**src/design/tmr_map.svh**
```systemverilog
// Register offsets, field positions and reset values of the timer channel.
// Assumes a 32-bit APB slave with one aligned word per register.
`ifndef TMR_MAP_SVH
`define TMR_MAP_SVH

`define TMR_OFF_CTL0 12'h000
`define TMR_OFF_CTL1 12'h004
`define TMR_OFF_OPT0 12'h008
`define TMR_OFF_CCR0 12'h00C
`define TMR_OFF_CCR1 12'h010
`define TMR_OFF_CNT 12'h014
`define TMR_OFF_STAT 12'h018

`define TMR_CTL0_CE 0
`define TMR_CTL1_MD_LO 0
`define TMR_CTL1_MD_HI 2
`define TMR_CTL1_EST 3
`define TMR_CTL1_EEE 4
`define TMR_OPT0_CCS0 0
`define TMR_OPT0_CCS1 1
`define TMR_OPT0_OE0 2
`define TMR_OPT0_OE1 3
`define TMR_STAT_OVF 0

`define TMR_CNT_MAX 16'hFFFF
`define TMR_CNT_ZERO 16'h0000
`define TMR_CCR_RST 16'hFFFF
`define TMR_ONE 16'h0001

`endif

```
**src/design/tmr_pkg.sv**
```systemverilog
// Types shared by the timer channel.
// Assumes the offsets in tmr_map.svh.
`default_nettype none
package tmr_pkg;
	typedef enum logic [2:0] {
		TMR_MD_INTERVAL = 3'b000,
		TMR_MD_EVENT = 3'b001,
		TMR_MD_TRIG = 3'b010,
		TMR_MD_ONESHOT = 3'b011,
		TMR_MD_PWM = 3'b100,
		TMR_MD_FREE = 3'b101,
		TMR_MD_PWIDTH = 3'b110,
		TMR_MD_RSVD = 3'b111
	} tmr_mode_t;
endpackage : tmr_pkg
`default_nettype wire

```
**src/design/tmr_timer16.sv**
```systemverilog
// 16-bit timer channel: trigger pulse, one-shot, PWM, free-running modes.
// Assumes an APB master on pclk and asynchronous pins on trigger/capture.
// Behaviour
// - Trigger pulse mode: counter holds FFFFH until a trigger edge.
// - Trigger pulse mode: reg0 sets period, reg1 sets out1 duty.
// - Trigger and PWM modes: reload both buffers at reg0 match only when reg1 was written.
// - Trigger pulse mode: a new trigger clears and restarts the counter.
// - Software trigger bit acts as a trigger pin edge.
// - Out1 carries pulse; out0 toggles on reg0 match.
// - Trigger, one-shot and PWM modes never capture.
// - One-shot mode: counter holds FFFFH until a trigger, then counts.
// - One-shot: buffer1 match sets out1; buffer0 match clears, stops.
// - One-shot: triggers while counting are ignored.
// - One-shot: register writes reach buffers at once.
// - PWM mode: reg0 sets cycle, reg1 sets duty on out1.
// - PWM period is reg0 plus 1; duty reg1 over reg0 plus 1.
// - Free-running: counter runs on; select bits act only here.
// - Free-running compare writes apply at once; match raises event.
// - Free-running compare match toggles its enabled output.
// - Free-running capture stores the counter on a capture edge.
// - Trigger pulse mode: buffer1 match never clears the counter.
// - Free-running wrap sets overflow flag and event; write 0 clears.
//
// Added by the designer: the register addresses and the APB slave port.
`include "tmr_map.svh"
`default_nettype none
module tmr_timer16 (
	input wire logic pclk,
	input wire logic presetn,
	input wire logic psel,
	input wire logic penable,
	input wire logic pwrite,
	input wire logic [11:0] paddr,
	input wire logic [31:0] pwdata,
	output logic [31:0] prdata,
	output logic pready,
	output logic pslverr,
	input wire logic ext_trigger_pin,
	input wire logic capture_input0,
	input wire logic capture_input1,
	output logic timer_out0_pin,
	output logic timer_out1_pin,
	output logic overflow_interrupt,
	output logic compare_match0,
	output logic compare_match1
);
	logic count_enable_bit_q;
	logic [2:0] mode_select_field_q;
	logic external_clock_select_bit_q;
	logic reg0_capture_select_q;
	logic reg1_capture_select_q;
	logic output_enable0_q;
	logic output_enable1_q;
	logic overflow_flag_q;
	logic soft_trig_q;
	logic [15:0] cap_cmp_reg0_q;
	logic [15:0] cap_cmp_reg1_q;
	logic [15:0] cmp_buf0_q;
	logic [15:0] cmp_buf1_q;
	logic reload_armed_q;
	logic [15:0] count_q;
	logic [15:0] count_d;
	logic running_q;
	logic running_d;
	logic out0_q;
	logic out1_q;
	logic ovf_pulse_q;
	logic [31:0] prdata_q;
	logic [2:0] trig_sync_q;
	logic [2:0] cap0_sync_q;
	logic [2:0] cap1_sync_q;
	logic trig_lvl_q;
	logic cap0_lvl_q;
	logic cap1_lvl_q;
	logic m0_q;
	logic m1_q;

	// Bus decode
	wire apb_access = psel && penable;
	wire apb_wr = apb_access && pwrite;
	wire apb_rd = apb_access && !pwrite;
	wire hit_ctl0 = paddr == `TMR_OFF_CTL0;
	wire hit_ctl1 = paddr == `TMR_OFF_CTL1;
	wire hit_opt0 = paddr == `TMR_OFF_OPT0;
	wire hit_ccr0 = paddr == `TMR_OFF_CCR0;
	wire hit_ccr1 = paddr == `TMR_OFF_CCR1;
	wire hit_cnt = paddr == `TMR_OFF_CNT;
	wire hit_stat = paddr == `TMR_OFF_STAT;
	wire hit_any = hit_ctl0 || hit_ctl1 || hit_opt0 || hit_ccr0 ||
		hit_ccr1 || hit_cnt || hit_stat;
	wire wr_ccr0 = apb_wr && hit_ccr0;
	wire wr_ccr1 = apb_wr && hit_ccr1;

	// Mode decode
	wire md_trig = mode_select_field_q == tmr_pkg::TMR_MD_TRIG;
	wire md_one = mode_select_field_q == tmr_pkg::TMR_MD_ONESHOT;
	wire md_pwm = mode_select_field_q == tmr_pkg::TMR_MD_PWM;
	wire md_free = mode_select_field_q == tmr_pkg::TMR_MD_FREE;
	wire md_reload = md_trig || md_pwm;
	wire md_pulse = md_trig || md_one || md_pwm;

	// Pin edges from agreeing synchroniser stages
	wire trig_edge = (trig_sync_q[2] == trig_sync_q[1]) &&
		(trig_sync_q[1] != trig_lvl_q);
	wire cap0_edge = (cap0_sync_q[2] == cap0_sync_q[1]) &&
		(cap0_sync_q[1] != cap0_lvl_q);
	wire cap1_edge = (cap1_sync_q[2] == cap1_sync_q[1]) &&
		(cap1_sync_q[1] != cap1_lvl_q);
	wire trigger = trig_edge || soft_trig_q;

	wire tick = count_enable_bit_q && running_q;
	wire match0 = tick && (count_q == cmp_buf0_q);
	wire match1 = tick && (count_q == cmp_buf1_q);
	// select bits only in free mode
	wire cap0_sel = md_free && reg0_capture_select_q;
	wire cap1_sel = md_free && reg1_capture_select_q;
	wire do_cap0 = count_enable_bit_q && cap0_sel && cap0_edge;
	wire do_cap1 = count_enable_bit_q && cap1_sel && cap1_edge;
	wire wrap = tick && md_free && (count_q == `TMR_CNT_MAX);
	wire ce_rise = apb_wr && hit_ctl0 && pwdata[`TMR_CTL0_CE] &&
		!count_enable_bit_q;
	// reload at reg0 match when armed
	wire do_reload = md_reload && match0 && reload_armed_q;
	wire anytime = !md_reload;

	// Counter next value
	always_comb begin
		count_d = count_q;
		running_d = running_q;
		if (!count_enable_bit_q) begin
			running_d = 1'b0;
			count_d = `TMR_CNT_ZERO;
			if (ce_rise && (md_trig || md_one)) begin
				count_d = `TMR_CNT_MAX;
			end
			if (ce_rise && !(md_trig || md_one)) begin
				running_d = 1'b1;
			end
		end else if (md_trig) begin
			if (trigger) begin
				count_d = `TMR_CNT_ZERO;
				running_d = 1'b1;
			end else if (match0) begin
				count_d = `TMR_CNT_ZERO;
			end else if (tick) begin
				count_d = count_q + `TMR_ONE;
			end
		end else if (md_one) begin
			if (!running_q && trigger) begin
				count_d = `TMR_CNT_ZERO;
				running_d = 1'b1;
			end else if (match0) begin
				count_d = `TMR_CNT_ZERO;
				running_d = 1'b0;
			end else if (tick) begin
				count_d = count_q + `TMR_ONE;
			end
		end else if (md_pwm && match0) begin
			count_d = `TMR_CNT_ZERO;
		end else if (tick) begin
			count_d = count_q + `TMR_ONE;
		end
	end

	// APB registers
	always_ff @(posedge pclk or negedge presetn) begin
		if (!presetn) begin
			count_enable_bit_q <= 1'b0;
			mode_select_field_q <= 3'h0;
			external_clock_select_bit_q <= 1'b0;
			reg0_capture_select_q <= 1'b0;
			reg1_capture_select_q <= 1'b0;
			output_enable0_q <= 1'b0;
			output_enable1_q <= 1'b0;
			soft_trig_q <= 1'b0;
		end else begin
			soft_trig_q <= 1'b0;
			if (apb_wr && hit_ctl0) begin
				count_enable_bit_q <= pwdata[`TMR_CTL0_CE];
			end
			if (apb_wr && hit_ctl1) begin
				mode_select_field_q <=
					pwdata[`TMR_CTL1_MD_HI:`TMR_CTL1_MD_LO];
				external_clock_select_bit_q <= pwdata[`TMR_CTL1_EEE];
				soft_trig_q <= pwdata[`TMR_CTL1_EST] &&
					count_enable_bit_q;
			end
			if (apb_wr && hit_opt0) begin
				reg0_capture_select_q <= pwdata[`TMR_OPT0_CCS0];
				reg1_capture_select_q <= pwdata[`TMR_OPT0_CCS1];
				output_enable0_q <= pwdata[`TMR_OPT0_OE0];
				output_enable1_q <= pwdata[`TMR_OPT0_OE1];
			end
		end
	end

	// Compare registers, buffers and capture
	always_ff @(posedge pclk or negedge presetn) begin
		if (!presetn) begin
			cap_cmp_reg0_q <= `TMR_CCR_RST;
			cap_cmp_reg1_q <= `TMR_CCR_RST;
			cmp_buf0_q <= `TMR_CCR_RST;
			cmp_buf1_q <= `TMR_CCR_RST;
			reload_armed_q <= 1'b0;
		end else begin
			if (do_cap0) begin
				cap_cmp_reg0_q <= count_q;
			end else if (wr_ccr0) begin
				cap_cmp_reg0_q <= pwdata[15:0];
			end
			if (do_cap1) begin
				cap_cmp_reg1_q <= count_q;
			end else if (wr_ccr1) begin
				cap_cmp_reg1_q <= pwdata[15:0];
			end
			if (anytime || !count_enable_bit_q) begin
				cmp_buf0_q <= cap_cmp_reg0_q;
				cmp_buf1_q <= cap_cmp_reg1_q;
			end else if (do_reload) begin
				cmp_buf0_q <= cap_cmp_reg0_q;
				cmp_buf1_q <= cap_cmp_reg1_q;
			end
			// reg1 write arms; set wins over reload clear
			if (wr_ccr1 && md_reload) begin
				reload_armed_q <= 1'b1;
			end else if (do_reload || !count_enable_bit_q) begin
				reload_armed_q <= 1'b0;
			end
		end
	end

	// Counter, outputs and flags
	always_ff @(posedge pclk or negedge presetn) begin
		if (!presetn) begin
			count_q <= `TMR_CNT_ZERO;
			running_q <= 1'b0;
			out0_q <= 1'b0;
			out1_q <= 1'b0;
			overflow_flag_q <= 1'b0;
			ovf_pulse_q <= 1'b0;
			m0_q <= 1'b0;
			m1_q <= 1'b0;
		end else begin
			count_q <= count_d;
			running_q <= running_d;
			ovf_pulse_q <= wrap;
			m0_q <= match0 && !cap0_sel;
			m1_q <= match1 && !cap1_sel;
			if (wrap) begin
				overflow_flag_q <= 1'b1;
			end else if (apb_wr && hit_stat &&
				!pwdata[`TMR_STAT_OVF]) begin
				overflow_flag_q <= 1'b0;
			end
			if (!count_enable_bit_q) begin
				out0_q <= 1'b0;
				out1_q <= 1'b0;
			end else begin
				if (match0 && output_enable0_q && !cap0_sel) begin
					out0_q <= !out0_q;
				end
				if (md_pulse && output_enable1_q) begin
					if (match0) begin
						out1_q <= 1'b0;
					end else if (match1 || (md_reload &&
						count_q == `TMR_CNT_ZERO && tick &&
						cmp_buf1_q != `TMR_CNT_ZERO)) begin
						out1_q <= !md_one ? !match1 : 1'b1;
					end
				end else if (md_free && output_enable1_q &&
					match1 && !cap1_sel) begin
					out1_q <= !out1_q;
				end
			end
		end
	end

	// Pin synchronisers
	always_ff @(posedge pclk or negedge presetn) begin
		if (!presetn) begin
			trig_sync_q <= 3'h0;
			cap0_sync_q <= 3'h0;
			cap1_sync_q <= 3'h0;
			trig_lvl_q <= 1'b0;
			cap0_lvl_q <= 1'b0;
			cap1_lvl_q <= 1'b0;
		end else begin
			trig_sync_q <= {trig_sync_q[1:0], ext_trigger_pin};
			cap0_sync_q <= {cap0_sync_q[1:0], capture_input0};
			cap1_sync_q <= {cap1_sync_q[1:0], capture_input1};
			if (trig_sync_q[2] == trig_sync_q[1]) begin
				trig_lvl_q <= trig_sync_q[1];
			end
			if (cap0_sync_q[2] == cap0_sync_q[1]) begin
				cap0_lvl_q <= cap0_sync_q[1];
			end
			if (cap1_sync_q[2] == cap1_sync_q[1]) begin
				cap1_lvl_q <= cap1_sync_q[1];
			end
		end
	end

	// Read data
	wire [31:0] rd_mux =
		hit_ctl0 ? {31'h0, count_enable_bit_q} :
		hit_ctl1 ? {27'h0, external_clock_select_bit_q, 1'b0,
			mode_select_field_q} :
		hit_opt0 ? {28'h0, output_enable1_q, output_enable0_q,
			reg1_capture_select_q, reg0_capture_select_q} :
		hit_ccr0 ? {16'h0, cap_cmp_reg0_q} :
		hit_ccr1 ? {16'h0, cap_cmp_reg1_q} :
		hit_cnt ? {16'h0, count_q} :
		hit_stat ? {31'h0, overflow_flag_q} : 32'h0;

	always_ff @(posedge pclk or negedge presetn) begin
		if (!presetn) begin
			prdata_q <= 32'h0;
		end else if (psel && !penable && !pwrite) begin
			prdata_q <= rd_mux;
		end
	end

	assign prdata = apb_rd ? prdata_q : 32'h0;
	assign pready = 1'b1;
	assign pslverr = apb_access && !hit_any;
	assign timer_out0_pin = out0_q;
	assign timer_out1_pin = out1_q;
	assign overflow_interrupt = ovf_pulse_q;
	assign compare_match0 = m0_q;
	assign compare_match1 = m1_q;
endmodule : tmr_timer16
`default_nettype wire

```
**config.mk**
```make
export PLATFORM = sky130hd
export DESIGN_NAME = tmr_timer16
export DESIGN_NICKNAME = d
export VERILOG_FILES = /design/src/design/tmr_pkg.sv /design/src/design/tmr_timer16.sv
export VERILOG_INCLUDE_DIRS = /design/src /design/src/design
export SDC_FILE = /design/constraint.sdc
export NUM_CORES = 1
export LEC_CHECK = 0
export BUFFER_PORTS_ARGS = -buffer_cell sky130_fd_sc_hd__buf_2
export CAP_MARGIN = 20
export CORE_ASPECT_RATIO = 1.1
export CORE_UTILIZATION = 33
export CTS_BUF_LIST = sky130_fd_sc_hd__clkbuf_8
export DETAILED_ROUTE_END_ITERATION = 8
export PLACE_DENSITY = 0.61
export SLEW_MARGIN = 20
export SYNTH_ARGS = -nofsm -noshare
export SYNTH_HDL_FRONTEND = slang
export SYNTH_SLANG_ARGS = --single-unit
```
**constraint.sdc**
```tcl
create_clock -name pclk -period 1.97 [get_ports pclk]
set_input_delay 0.0985 -clock pclk [delete_from_list [all_inputs] [get_ports pclk]]
set_output_delay 0.0985 -clock pclk [all_outputs]
set_load 0.01 [all_outputs]
```
==> flow_summary_export.csv, run 1 <==
group,metric,value,unit
synth,synth-seq-area-share,48.2,%
sta,period_share,105,%
synth,ys_types,62,
detailed_routing,avgViaCountPerCell,5.12,
clock_network,cts_sinks,126,
placement,dp.cells,992,
sta,worst_slew_pin_slew,0.608,ns
floorplanning,dieArea,20900,um^2
detailed_routing,final_antenna_net_count,0,
global_route,antenna_found_initial,0,
critical_path,cp-start-kind,"flip-flop",
sta,relSlewSlack,59.4,%
synth,netlist_area,6710,um^2
critical_path,slowest_delay,0.57,ns
critical_path,path_delay_family,"flip-flops",
run_status,violations,"setup timing",
power_and_ir_drop,vdd_drop_max,514,uV
critical_path,crit_path_top_delay_cell,"dfstp_2",
floorplanning,start_util,33.8,%
global_route,grt_max_degree,44,
synth,synth_cells,666,
placement,place_ws,-0.0862,ns
critical_path,cp.arrival,2.40,ns
floorplanning,std_cell_rows,54,
hold_path,worstHoldStart,"penable",
synth,synthArstFlopShare,100,%
clock_network,clk_pin_slew,0.07,ns
floorplanning,die_w,138,um
final_layout,num_antenna_cells,0,
detailed_routing,drtPass1Iterations,4,
power_and_ir_drop,p_leak,0.00394,uW
final_layout,final_area,8550,um^2
global_route,grt_pass1_wl,30000,um
global_route,grt_remaining_overflow,0,
hold_path,min_to,"prdata_q[4]",
sta,finClkSkew,0.0141,ns
final_layout,fin_nets,844,
final_layout,areaGrowthSynthToFinish,27.5,%
synth,synth-seq-cells,126,
critical_path,crit_chain,"xnor2_2, nand4_1, nor3b_2, buf_4, nand2_4, o211ai_1, buf_4, buf_8, o21ai_1",
global_route,grt_pass1_vias,5323,
synth,yosysWarnings,0,
global_route,grt_use_total,19.6,%
sta,rsz0062_at_grt,"true",
synth,synth_edf_count,0,
clock_network,insertion_delay,0.46,ns
placement,hpwl,13400,um
clock_network,cts_root_buf,"clkbuf_8",
detailed_routing,num_vias,5400,
detailed_routing,drc,0,
critical_path,worst-path-buf-inv,3,
critical_path,r2r_cells,9,
critical_path,rr_startpoint,"cmp_buf0_q[13]",
power_and_ir_drop,p_per_area,633,nW/um^2
detailed_routing,drt_iter0_markers,460,
critical_path,path_max_fanout,8,
sta,clock.fmax,485,MHz
critical_path,cp-end-kind,"flip-flop",
clock_network,cts_tree,"done",
clock_network,cts_made_buffers,17,
floorplanning,die_y,152,um
placement,dpl_cell_area,7660,um^2
sta,hold_violations,0,
run_status,status,"finished with violations",
hold_path,min_path_cells,4,
sta,maxSlewViolCount,0,
run,cap_violations,0,
synth,syn-mean-instance-area,10.1,um^2
sta,setup_viol,49,
sta,fin_ws,-0.0924,ns
detailed_routing,drt_wl_total,19000,um
final_layout,n_fill_cell,1949,
detailed_routing,wl_per_cell,18.0,um
floorplanning,coreArea,19900,um^2
critical_path,regToRegEndpoint,"count_q[3]",
sta,period_minus_slack,2.06,ns
hold_path,hold_class,"input port to flip-flop",
placement,portBuffers,57,
clock_network,htreeDepth,4,
critical_path,worstPathRequired,2.31,ns
final_layout,layout-drive-gt1-share,37.7,%
placement,place_congestion,0.927,
final_layout,post-route-util,43.0,%
final_layout,stdcell_count,1055,
floorplanning,io_pins,91,
critical_path,crit_type,"flip-flop to flip-flop",
synth,synth_flop_cell,"dfstp_2",
clock_network,cts_buffer_depth,2,
critical_path,r2r_slack,-0.09,ns
critical_path,cpMostUsedCell,"buf_4",
==> worst max path at each step <==
stage,cells after the start,to,slack (ns),startpoint
finish,9,count_q[3],-0.09,cmp_buf0_q[13]
floorplan,8,count_q[10],-0.004,count_q[10]
global route,8,cmp_buf0_q[4],-0.20,cmp_buf0_q[13]
global placement,8,cmp_buf0_q[2],-0.08,cmp_buf0_q[15]
detailed placement,7,count_q[5],-0.09,cmp_buf0_q[9]
CTS,9,cmp_buf0_q[4],-0.05,cmp_buf0_q[2]
==> final cells by class <==
cell class | count | area, um^2 | area share (%)
Clock buffer | 22 | 303 | 3.54
Tap cell | 252 | 315 | 3.69
Clock inverter | 10 | 134 | 1.57
Timing Repair Buffer | 153 | 1250 | 14.7
Multi-Input combinational cell | 484 | 3280 | 38.4
Inverter | 8 | 30.0 | 0.351
Sequential cell | 126 | 3230 | 37.8
==> Yosys cell counts, drive strengths merged (2+ instances only) <==
master   n  area (um^2)
and2    18          113
a22o    13          114
xnor2   28          245
a31oi   16          100
nand4   11         75.1
maj3     3         30.0
conb     2         7.51
a211oi   2         15.0
and3     8         50.1
or3      2         12.5
buf     33          219
inv      8         30.0
clkbuf  30          115
o22ai    2         12.5
ha       2         25.0
nand2   74          280
dfstp   64         1680
nor2b    2         12.5
or4      3         26.3
nor3    10         77.6
nand2b   4         25.0
o21ai   39          199
mux2    41          462
a211o    2         17.5
o211ai   2         15.0
xor2    17          149
mux2i   31          310
nor3b    6         55.1
nor2    59          221
nand3   16         92.6
dfrtp   62         1550
nor4    10         77.6
a21oi   32          160
==> through the flow <==
stage	total power (uW)	TNS, ns	hold WS [ns]
final	5410	-3.73	0.0175
after global routing	5600	-8.64	0.0434
after CTS	5470	-1.56	0.00263
after detailed placement	2940	-2.61	0.154
after global placement	2940	-2.48	0.150
after floorplan	2810	-0.0336	-0.197
==> per-layer routing <==
layer / GRT usage (%) / up-vias / part of all wire [%]
li1: - / 2531 / -
met3: 5.19 / 31 / 6.1
met5: 0 / - / 0
met1: 25.8 / 2687 / 44
met4: 5.54 / 0 / 2.0
met2: 31.5 / 151 / 48
==> layout by cell type, fill, tap and decap left out, types with 17 or more instances in the layout <==
cell type	netlist	final
a21oi_1	32	32
and2_1	18	17
buf_2	10	56
buf_4	17	60
clkbuf_8	0	22
conb_1	2	17
dfrtp_1	62	61
dfstp_2	64	64
dlygate4sd3_1	0	21
mux2_2	41	41
mux2i_1	31	31
nand2_1	73	72
nor2_1	59	59
o21ai_0	37	22
xnor2_1	28	24
==> registers in the layout, indices dropped and copies added, names as in the netlist, 3 cells and up <==
register	count
cap0_sync_q	3
cap1_sync_q	3
cap_cmp_reg0_q	16
cap_cmp_reg1_q	16
cmp_buf0_q	16
cmp_buf1_q	16
count_q	16
mode_select_field_q	3
prdata_q	16
trig_sync_q	3
==> logic make-up (layout without fill, tap and decap cells) <==
group,after synthesis,count (layout),share of synthesized area [%]
buffers and inverters,71,193,5.43
other,2,17,0.112
AOI/OAI and AO/OA,115,115,10.3
muxes,73,73,11.8
DFF,126,126,48.2
and+or+nand+nor,229,229,17.4
adders and majority gates,5,5,0.821
xor gates and xnor gates,45,45,5.88
==> power breakdown <==
group,switching [uW],internal (uW),total (uW)
Sequential,13.7,2610,2630
Combinational,184,116,300
Clock,1070,1420,2480
==> repair_timing <==
item,CTS,global route
buffers inserted,6,1
setup endpoints to repair,49,53
gates resized for setup,29,17
endpoints found under the hold margin,66,0
hold buffers,21,0
pin swaps,13,9
cloned,3,0
==> worst min-delay path, delay by kind of cell <==
family	cells	cell delay, ns
and+or+nand+nor	2	0.15
buffers and inverters	1	0.09
AOI/OAI and AO/OA	1	0.08
Note: power is estimated with default switching activity, not from simulation.
==> run 2: changes to the inputs <==
--- a/config.mk
+++ b/config.mk
@@ -6,13 +6,13 @@
 export SDC_FILE = /design/constraint.sdc
 export NUM_CORES = 1
 export LEC_CHECK = 0
-export BUFFER_PORTS_ARGS = -buffer_cell sky130_fd_sc_hd__buf_2
 export CAP_MARGIN = 20
 export CORE_ASPECT_RATIO = 1.1
 export CORE_UTILIZATION = 33
 export CTS_BUF_LIST = sky130_fd_sc_hd__clkbuf_8
 export DETAILED_ROUTE_END_ITERATION = 8
-export PLACE_DENSITY = 0.61
+export DONT_BUFFER_PORTS = 1
+export PLACE_DENSITY = 0.56
 export SLEW_MARGIN = 20
 export SYNTH_ARGS = -nofsm -noshare
 export SYNTH_HDL_FRONTEND = slang
==> constraint.sdc (replaced) <==
create_clock -name pclk -period 2.4 [get_ports pclk]
set_input_delay 0.12 -clock pclk [delete_from_list [all_inputs] [get_ports pclk]]
set_output_delay 0.12 -clock pclk [all_outputs]
set_load 0.01 [all_outputs]
==> run 2 against run 1 <==
  * The flow finishes with violations (hold timing)
  * Sequential power is 18% lower
  * Clock-buffer cell count shrank 3
  * Clock skew fell by 0.00058 ns
  * First-iteration DRC count is 29% lower
  * Final cell count is 8.3% lower
  * Clock power is 17% lower
  * Non-clock buffer count shrank 88
  * Critical path depth down 2
  * Via count fell by 5.7%
  * Largest power group unchanged
==> flow_summary_export.csv, run 2 (synthesis gave the netlist of run 1 again) <==
group,metric,value,unit
sta,period_minus_slack,2.28,ns
detailed_routing,drc,0,
detailed_routing,wl_per_cell,19.5,um
sta,clock.fmax,438,MHz
clock_network,cts_buffer_depth,2,
floorplanning,coreArea,19900,um^2
sta,period_share,95.2,%
sta,maxSlewViolCount,0,
clock_network,cts_hold_buf,24,
floorplanning,io_pins,91,
placement,place_congestion,0.831,
clock_network,htreeDepth,4,
power_and_ir_drop,p_sw_share,22.5,%
power_and_ir_drop,p_int,3380,uW
clock_network,cts_sinks,126,
detailed_routing,avgViaCountPerCell,5.27,
sta,hold_violations,126,
hold_path,hold_class,"input port to asynchronous set/reset pin",
final_layout,fin_nets,756,
global_route,grt_use_total,18.8,%
global_route,grt_pass1_wl,29000,um
final_layout,layout_commonest_cell,"nand2_1",
final_layout,post-route-util,39.2,%
power_and_ir_drop,seqPwrFrac,49.4,%
clock_network,insertion_delay,0.45,ns
detailed_routing,final_antenna_net_count,0,
sta,setup_viol,0,
critical_path,worstPathRequired,2.70,ns
power_and_ir_drop,p_leak,0.00344,uW
floorplanning,die_w,138,um
power_and_ir_drop,switchingPower,983,uW
power_and_ir_drop,vdd_drop_max,479,uV
critical_path,crit_type,"flip-flop to flip-flop",
sta,worst_slew_pin_slew,0.766,ns
run_status,status,"finished with violations",
sta,whs,-0.630,ns
floorplanning,die_y,152,um
power_and_ir_drop,pwr-share-clk,47.3,%
final_layout,layout-drive-gt1-share,26.7,%
sta,tns,0,ns
final_layout,num_antenna_cells,0,
floorplanning,dieArea,20900,um^2
final_layout,areaGrowthSynthToFinish,16.0,%
detailed_routing,num_vias,5092,
detailed_routing,drt_iter0_markers,328,
critical_path,cp-end-kind,"flip-flop",
critical_path,cp.arrival,2.58,ns
floorplanning,start_util,33.8,%
floorplanning,std_cell_rows,54,
power_and_ir_drop,p_per_area,561,nW/um^2
placement,hpwl,13200,um
sta,rsz0062_at_grt,"false",
run_status,violations,"hold timing",
power_and_ir_drop,comb_power_share,3.3,%
run,cap_violations,0,
global_route,grt_remaining_overflow,0,
detailed_routing,drt_wl_total,18800,um
global_route,grt_pass1_vias,5127,
clock_network,cts_made_buffers,17,
final_layout,layout_common_cells,"73 x nand2_1, 64 x dfstp_2, 62 x dfrtp_1, 59 x nor2_1, 41 x mux2_2",
sta,relSlewSlack,48.8,%
sta,finClkSkew,0.0135,ns
clock_network,cts_root_buf,"clkbuf_8",
clock_network,clk_pin_slew,0.08,ns
critical_path,cp-start-kind,"flip-flop",
global_route,antenna_found_initial,0,
clock_network,cts_tree,"done",
global_route,grt_max_degree,127,
critical_path,path_max_fanout,7,
placement,portBuffers,0,
detailed_routing,drtPass1Iterations,5,
-- run 2: cell type report --
cell class	instances	area [um^2]
clock inverter	13	173
inverter	8	30.0
fill	1982	12100
clock buffer	19	262
tap	252	315
sequential	126	3230
timing repair buffer	65	586
multi-input combinational	484	3180
-- run 2: routing by layer --
layer / track usage, % / vias to the layer above / routed length [um]
li1: - / 2354 / -
met1: 24.3 / 2546 / 8150
met2: 29.9 / 161 / 9140
met3: 4.56 / 31 / 1010
met4: 8.15 / 0 / 521
met5: 0 / - / 0
-- run 2: critical path: stages (launching register included) --
cell and delay [ns]:
dfrtp_1 0.50, nand2_1 0.18, buf_4 0.17, nor4_1 0.53, nand2_1 0.26, nor3_1 0.23
xnor2_1 0.15, o21ai_0 0.12
-- run 2: worst paths after layout --
| path | start | endpoint | slack (ns) | cells after the start |
|---|---|---|---|---|
| worst max-delay path | count_enable_bit_q | count_q[13] | 0.12 | 7 |
| worst min-delay path | presetn | overflow_interrupt | -0.63 | 0 |
| worst max register to register | count_enable_bit_q | count_q[13] | 0.12 | 7 |
| min in group pclk | paddr[3] | prdata_q[3] | 0.02 | 4 |
| max in group asynchronous | presetn | cmp_buf1_q[8] | 2.68 | 0 |
| worst min register to register | cap1_sync_q[0] | cap1_sync_q[1] | 0.35 | 0 |
-- run 2: stage by stage --
stage	power (uW)	setup slack [ns]	cell area, um^2	instances
floorplan	2300	0.341	6760	681
global placement	2290	0.108	7060	908
detailed placement	2290	0.0727	7060	908
CTS	4400	0.0595	7730	964
global route	4510	0.0182	7780	967
finish	4370	0.116	7780	967
-- run 2: repair_timing --
| item | 4_1_cts | 5_1_grt |
|---|---|---|
| gates resized for setup | 0 | 2 |
| hold endpoints to repair | 176 | 126 |
| setup endpoints to repair | 0 | 40 |
| setup buffers | 0 | 3 |
-- run 2: power by group through the flow --
| stage | clock, uW | combinational (uW) | sequential, uW |
|---|---|---|---|
| floorplan | 0 | 113 | 2190 |
| global placement | 0 | 96.5 | 2190 |
| detailed placement | 0 | 98.7 | 2190 |
| CTS | 2100 | 143 | 2160 |
| global route | 2200 | 156 | 2160 |
| finish | 2070 | 144 | 2160 |
==> run 3: changes to the inputs <==
--- a/config.mk
+++ b/config.mk
@@ -13,6 +13,7 @@
 export DETAILED_ROUTE_END_ITERATION = 8
 export DONT_BUFFER_PORTS = 1
 export PLACE_DENSITY = 0.56
+export RECOVER_POWER = 100
 export SLEW_MARGIN = 20
 export SYNTH_ARGS = -nofsm -noshare
 export SYNTH_HDL_FRONTEND = slang
==> run 3 against run 2 <==
  * The run still ends with hold timing left
  * Setup slack better by 0.0034 ns
  * Clock-buffer cell count unchanged
  * Core utilization down 0.59 points
  * Cell area down 1.5%
  * Clock skew about the same
  * Critical path type unchanged
  * Largest power group unchanged
==> flow_summary_export.csv, run 3 (synthesis gave the netlist of run 1 again) <==
group,metric,value,unit
run_status,status,"finished with violations",
run_status,violations,"hold timing",
detailed_routing,wl_per_cell,19.4,um
clock_network,cts_buffer_depth,2,
power_and_ir_drop,seqPwrFrac,49.4,%
global_route,top_usage_layer,"met2",
final_layout,areaGrowthSynthToFinish,14.3,%
clock_network,cts_sinks,126,
clock_network,clk_pin_slew,0.08,ns
critical_path,path_delay_family,"simple AND/OR/NAND/NOR gates",
final_layout,num_antenna_cells,0,
global_route,grt_remaining_overflow,0,
critical_path,crit_chain,"xor2_1, nor4_1, and2_1, nand3_1, nor3b_1, buf_12, clkbuf_4, mux2_2",
detailed_routing,drt_wl_total,18800,um
global_route,grtUsageMet2,29.9,%
global_route,antenna_found_initial,0,
global_route,grt_util_met3,4.56,%
critical_path,cp-start-kind,"flip-flop",
floorplanning,die_y,152,um
sta,tns,0,ns
critical_path,crit_path_top_delay_cell,"dfstp_2",
clock_network,insertion_delay,0.45,ns
detailed_routing,drc,0,
global_route,grt_pass1_vias,5127,
critical_path,cp-end-kind,"flip-flop",
sta,clock.fmax,438,MHz
sta,relSlewSlack,34.3,%
placement,hpwl,13200,um
power_and_ir_drop,p_sw_share,22.5,%
final_layout,layout-drive-gt1-share,24.3,%
critical_path,path_max_fanout,11,
detailed_routing,drt_iter0_markers,343,
power_and_ir_drop,switchingPower,984,uW
floorplanning,io_pins,91,
detailed_routing,num_vias,5056,
final_layout,layout_commonest_cell,"nand2_1",
power_and_ir_drop,vdd_drop_max,479,uV
power_and_ir_drop,p_int,3380,uW
critical_path,crit_type,"flip-flop to flip-flop",
detailed_routing,drtPass1Iterations,7,
critical_path,cp.arrival,2.65,ns
power_and_ir_drop,p_total,4370,uW
placement,place_congestion,0.831,
critical_path,worst-path-buf-inv,2,
power_and_ir_drop,pwr-share-clk,47.4,%
sta,period_minus_slack,2.28,ns
placement,portBuffers,0,
global_route,grt_util_met1,24.3,%
floorplanning,dieArea,20900,um^2
clock_network,cts_tree,"done",
hold_path,hold_class,"input port to asynchronous set/reset pin",
floorplanning,std_cell_rows,54,
clock_network,cts_root_buf,"clkbuf_8",
detailed_routing,final_antenna_net_count,0,
sta,worst_slew_pin_slew,0.983,ns
floorplanning,coreArea,19900,um^2
floorplanning,die_w,138,um
sta,whs,-0.629,ns
global_route,grt_pass1_wl,29000,um
critical_path,worstPathRequired,2.77,ns
clock_network,cts_made_buffers,17,
final_layout,layout_common_cells,"73 x nand2_1, 63 x dfstp_2, 62 x dfrtp_1, 59 x nor2_1, 40 x mux2_2",
clock_network,htreeDepth,4,
final_layout,stdcell_count,967,
critical_path,slowest_delay,0.54,ns
sta,period_share,95.0,%
clock_network,cts_hold_buf,24,
sta,maxSlewViolCount,0,
power_and_ir_drop,comb_power_share,3.2,%
power_and_ir_drop,p_per_area,570,nW/um^2
sta,finClkSkew,0.0135,ns
global_route,grt_max_degree,127,
placement,dp.cells,908,
sta,setup_viol,0,
run,cap_violations,0,
global_route,grt_use_total,18.8,%
floorplanning,start_util,33.8,%
final_layout,fin_nets,756,
sta,hold_violations,126,
sta,rsz0062_at_grt,"false",
detailed_routing,avgViaCountPerCell,5.23,
power_and_ir_drop,p_leak,0.00336,uW
==> run 3: worst paths after layout <==
path / from / to / slack, ns / cells past startpoint
setup / recovery: cmp_buf0_q[10] / cmp_buf0_q[13] / 0.12 / 8
hold / removal: presetn / overflow_interrupt / -0.63 / 0
setup reg to reg: cmp_buf0_q[10] / cmp_buf0_q[13] / 0.12 / 8
hold reg to reg: cap1_sync_q[0] / cap1_sync_q[1] / 0.35 / 0
max in group asynchronous: presetn / cmp_buf1_q[2] / 2.70 / 0
min in group pclk: paddr[3] / prdata_q[3] / 0.02 / 4
==> run 3: layer usage <==
metal,routed length [um],share of wire (%),up-vias
li1,-,-,2354
met1,8200,44,2528
met2,9160,49,145
met3,901,4.8,29
met4,507,2.7,0
met5,0,0,-
==> run 3: final cells by class <==
cell class / count / area [um^2]
clock buffers: 19 / 262
well taps: 252 / 315
clock inverters: 13 / 173
multi-input cells: 484 / 3120
inverters: 8 / 30.0
fillers: 2004 / 12200
repair buffers: 65 / 528
flip-flops and latches: 126 / 3230
==> run 3: power by group through the flow <==
stage | registers (uW) | logic [uW] | clock network [uW]
final | 2160 | 140 | 2070
after global routing | 2160 | 152 | 2200
after CTS | 2160 | 143 | 2100
after detailed placement | 2190 | 98.7 | 0
after global placement | 2190 | 96.5 | 0
after floorplan | 2190 | 113 | 0
==> run 3: stage by stage <==
stage | util [%] | area [um^2] | setup WS (ns)
after floorplan | - | 6760 | 0.341
after global placement | 35.5 | 7060 | 0.108
after detailed placement | 35.5 | 7060 | 0.0727
after CTS | 38.9 | 7730 | 0.0595
after global routing | 38.6 | 7660 | 0.0247
final | 38.6 | 7660 | 0.119
==> run 3: what timing repair did <==
| item | in CTS | in global routing |
|---|---|---|
| resized for setup | 0 | 2 |
| endpoints found under the setup margin | 0 | 40 |
| setup buffers | 0 | 3 |
| endpoints found under the hold margin | 176 | 126 |
==> run 3: worst reg2reg max path, cell delays in order, from the launching register on <==
cell and delay [ns]:
dfstp_2 0.54, xor2_1 0.17, nor4_1 0.08, and2_1 0.17, nand3_1 0.07, nor3b_1 0.37
buf_12 0.19, clkbuf_4 0.24, mux2_2 0.37
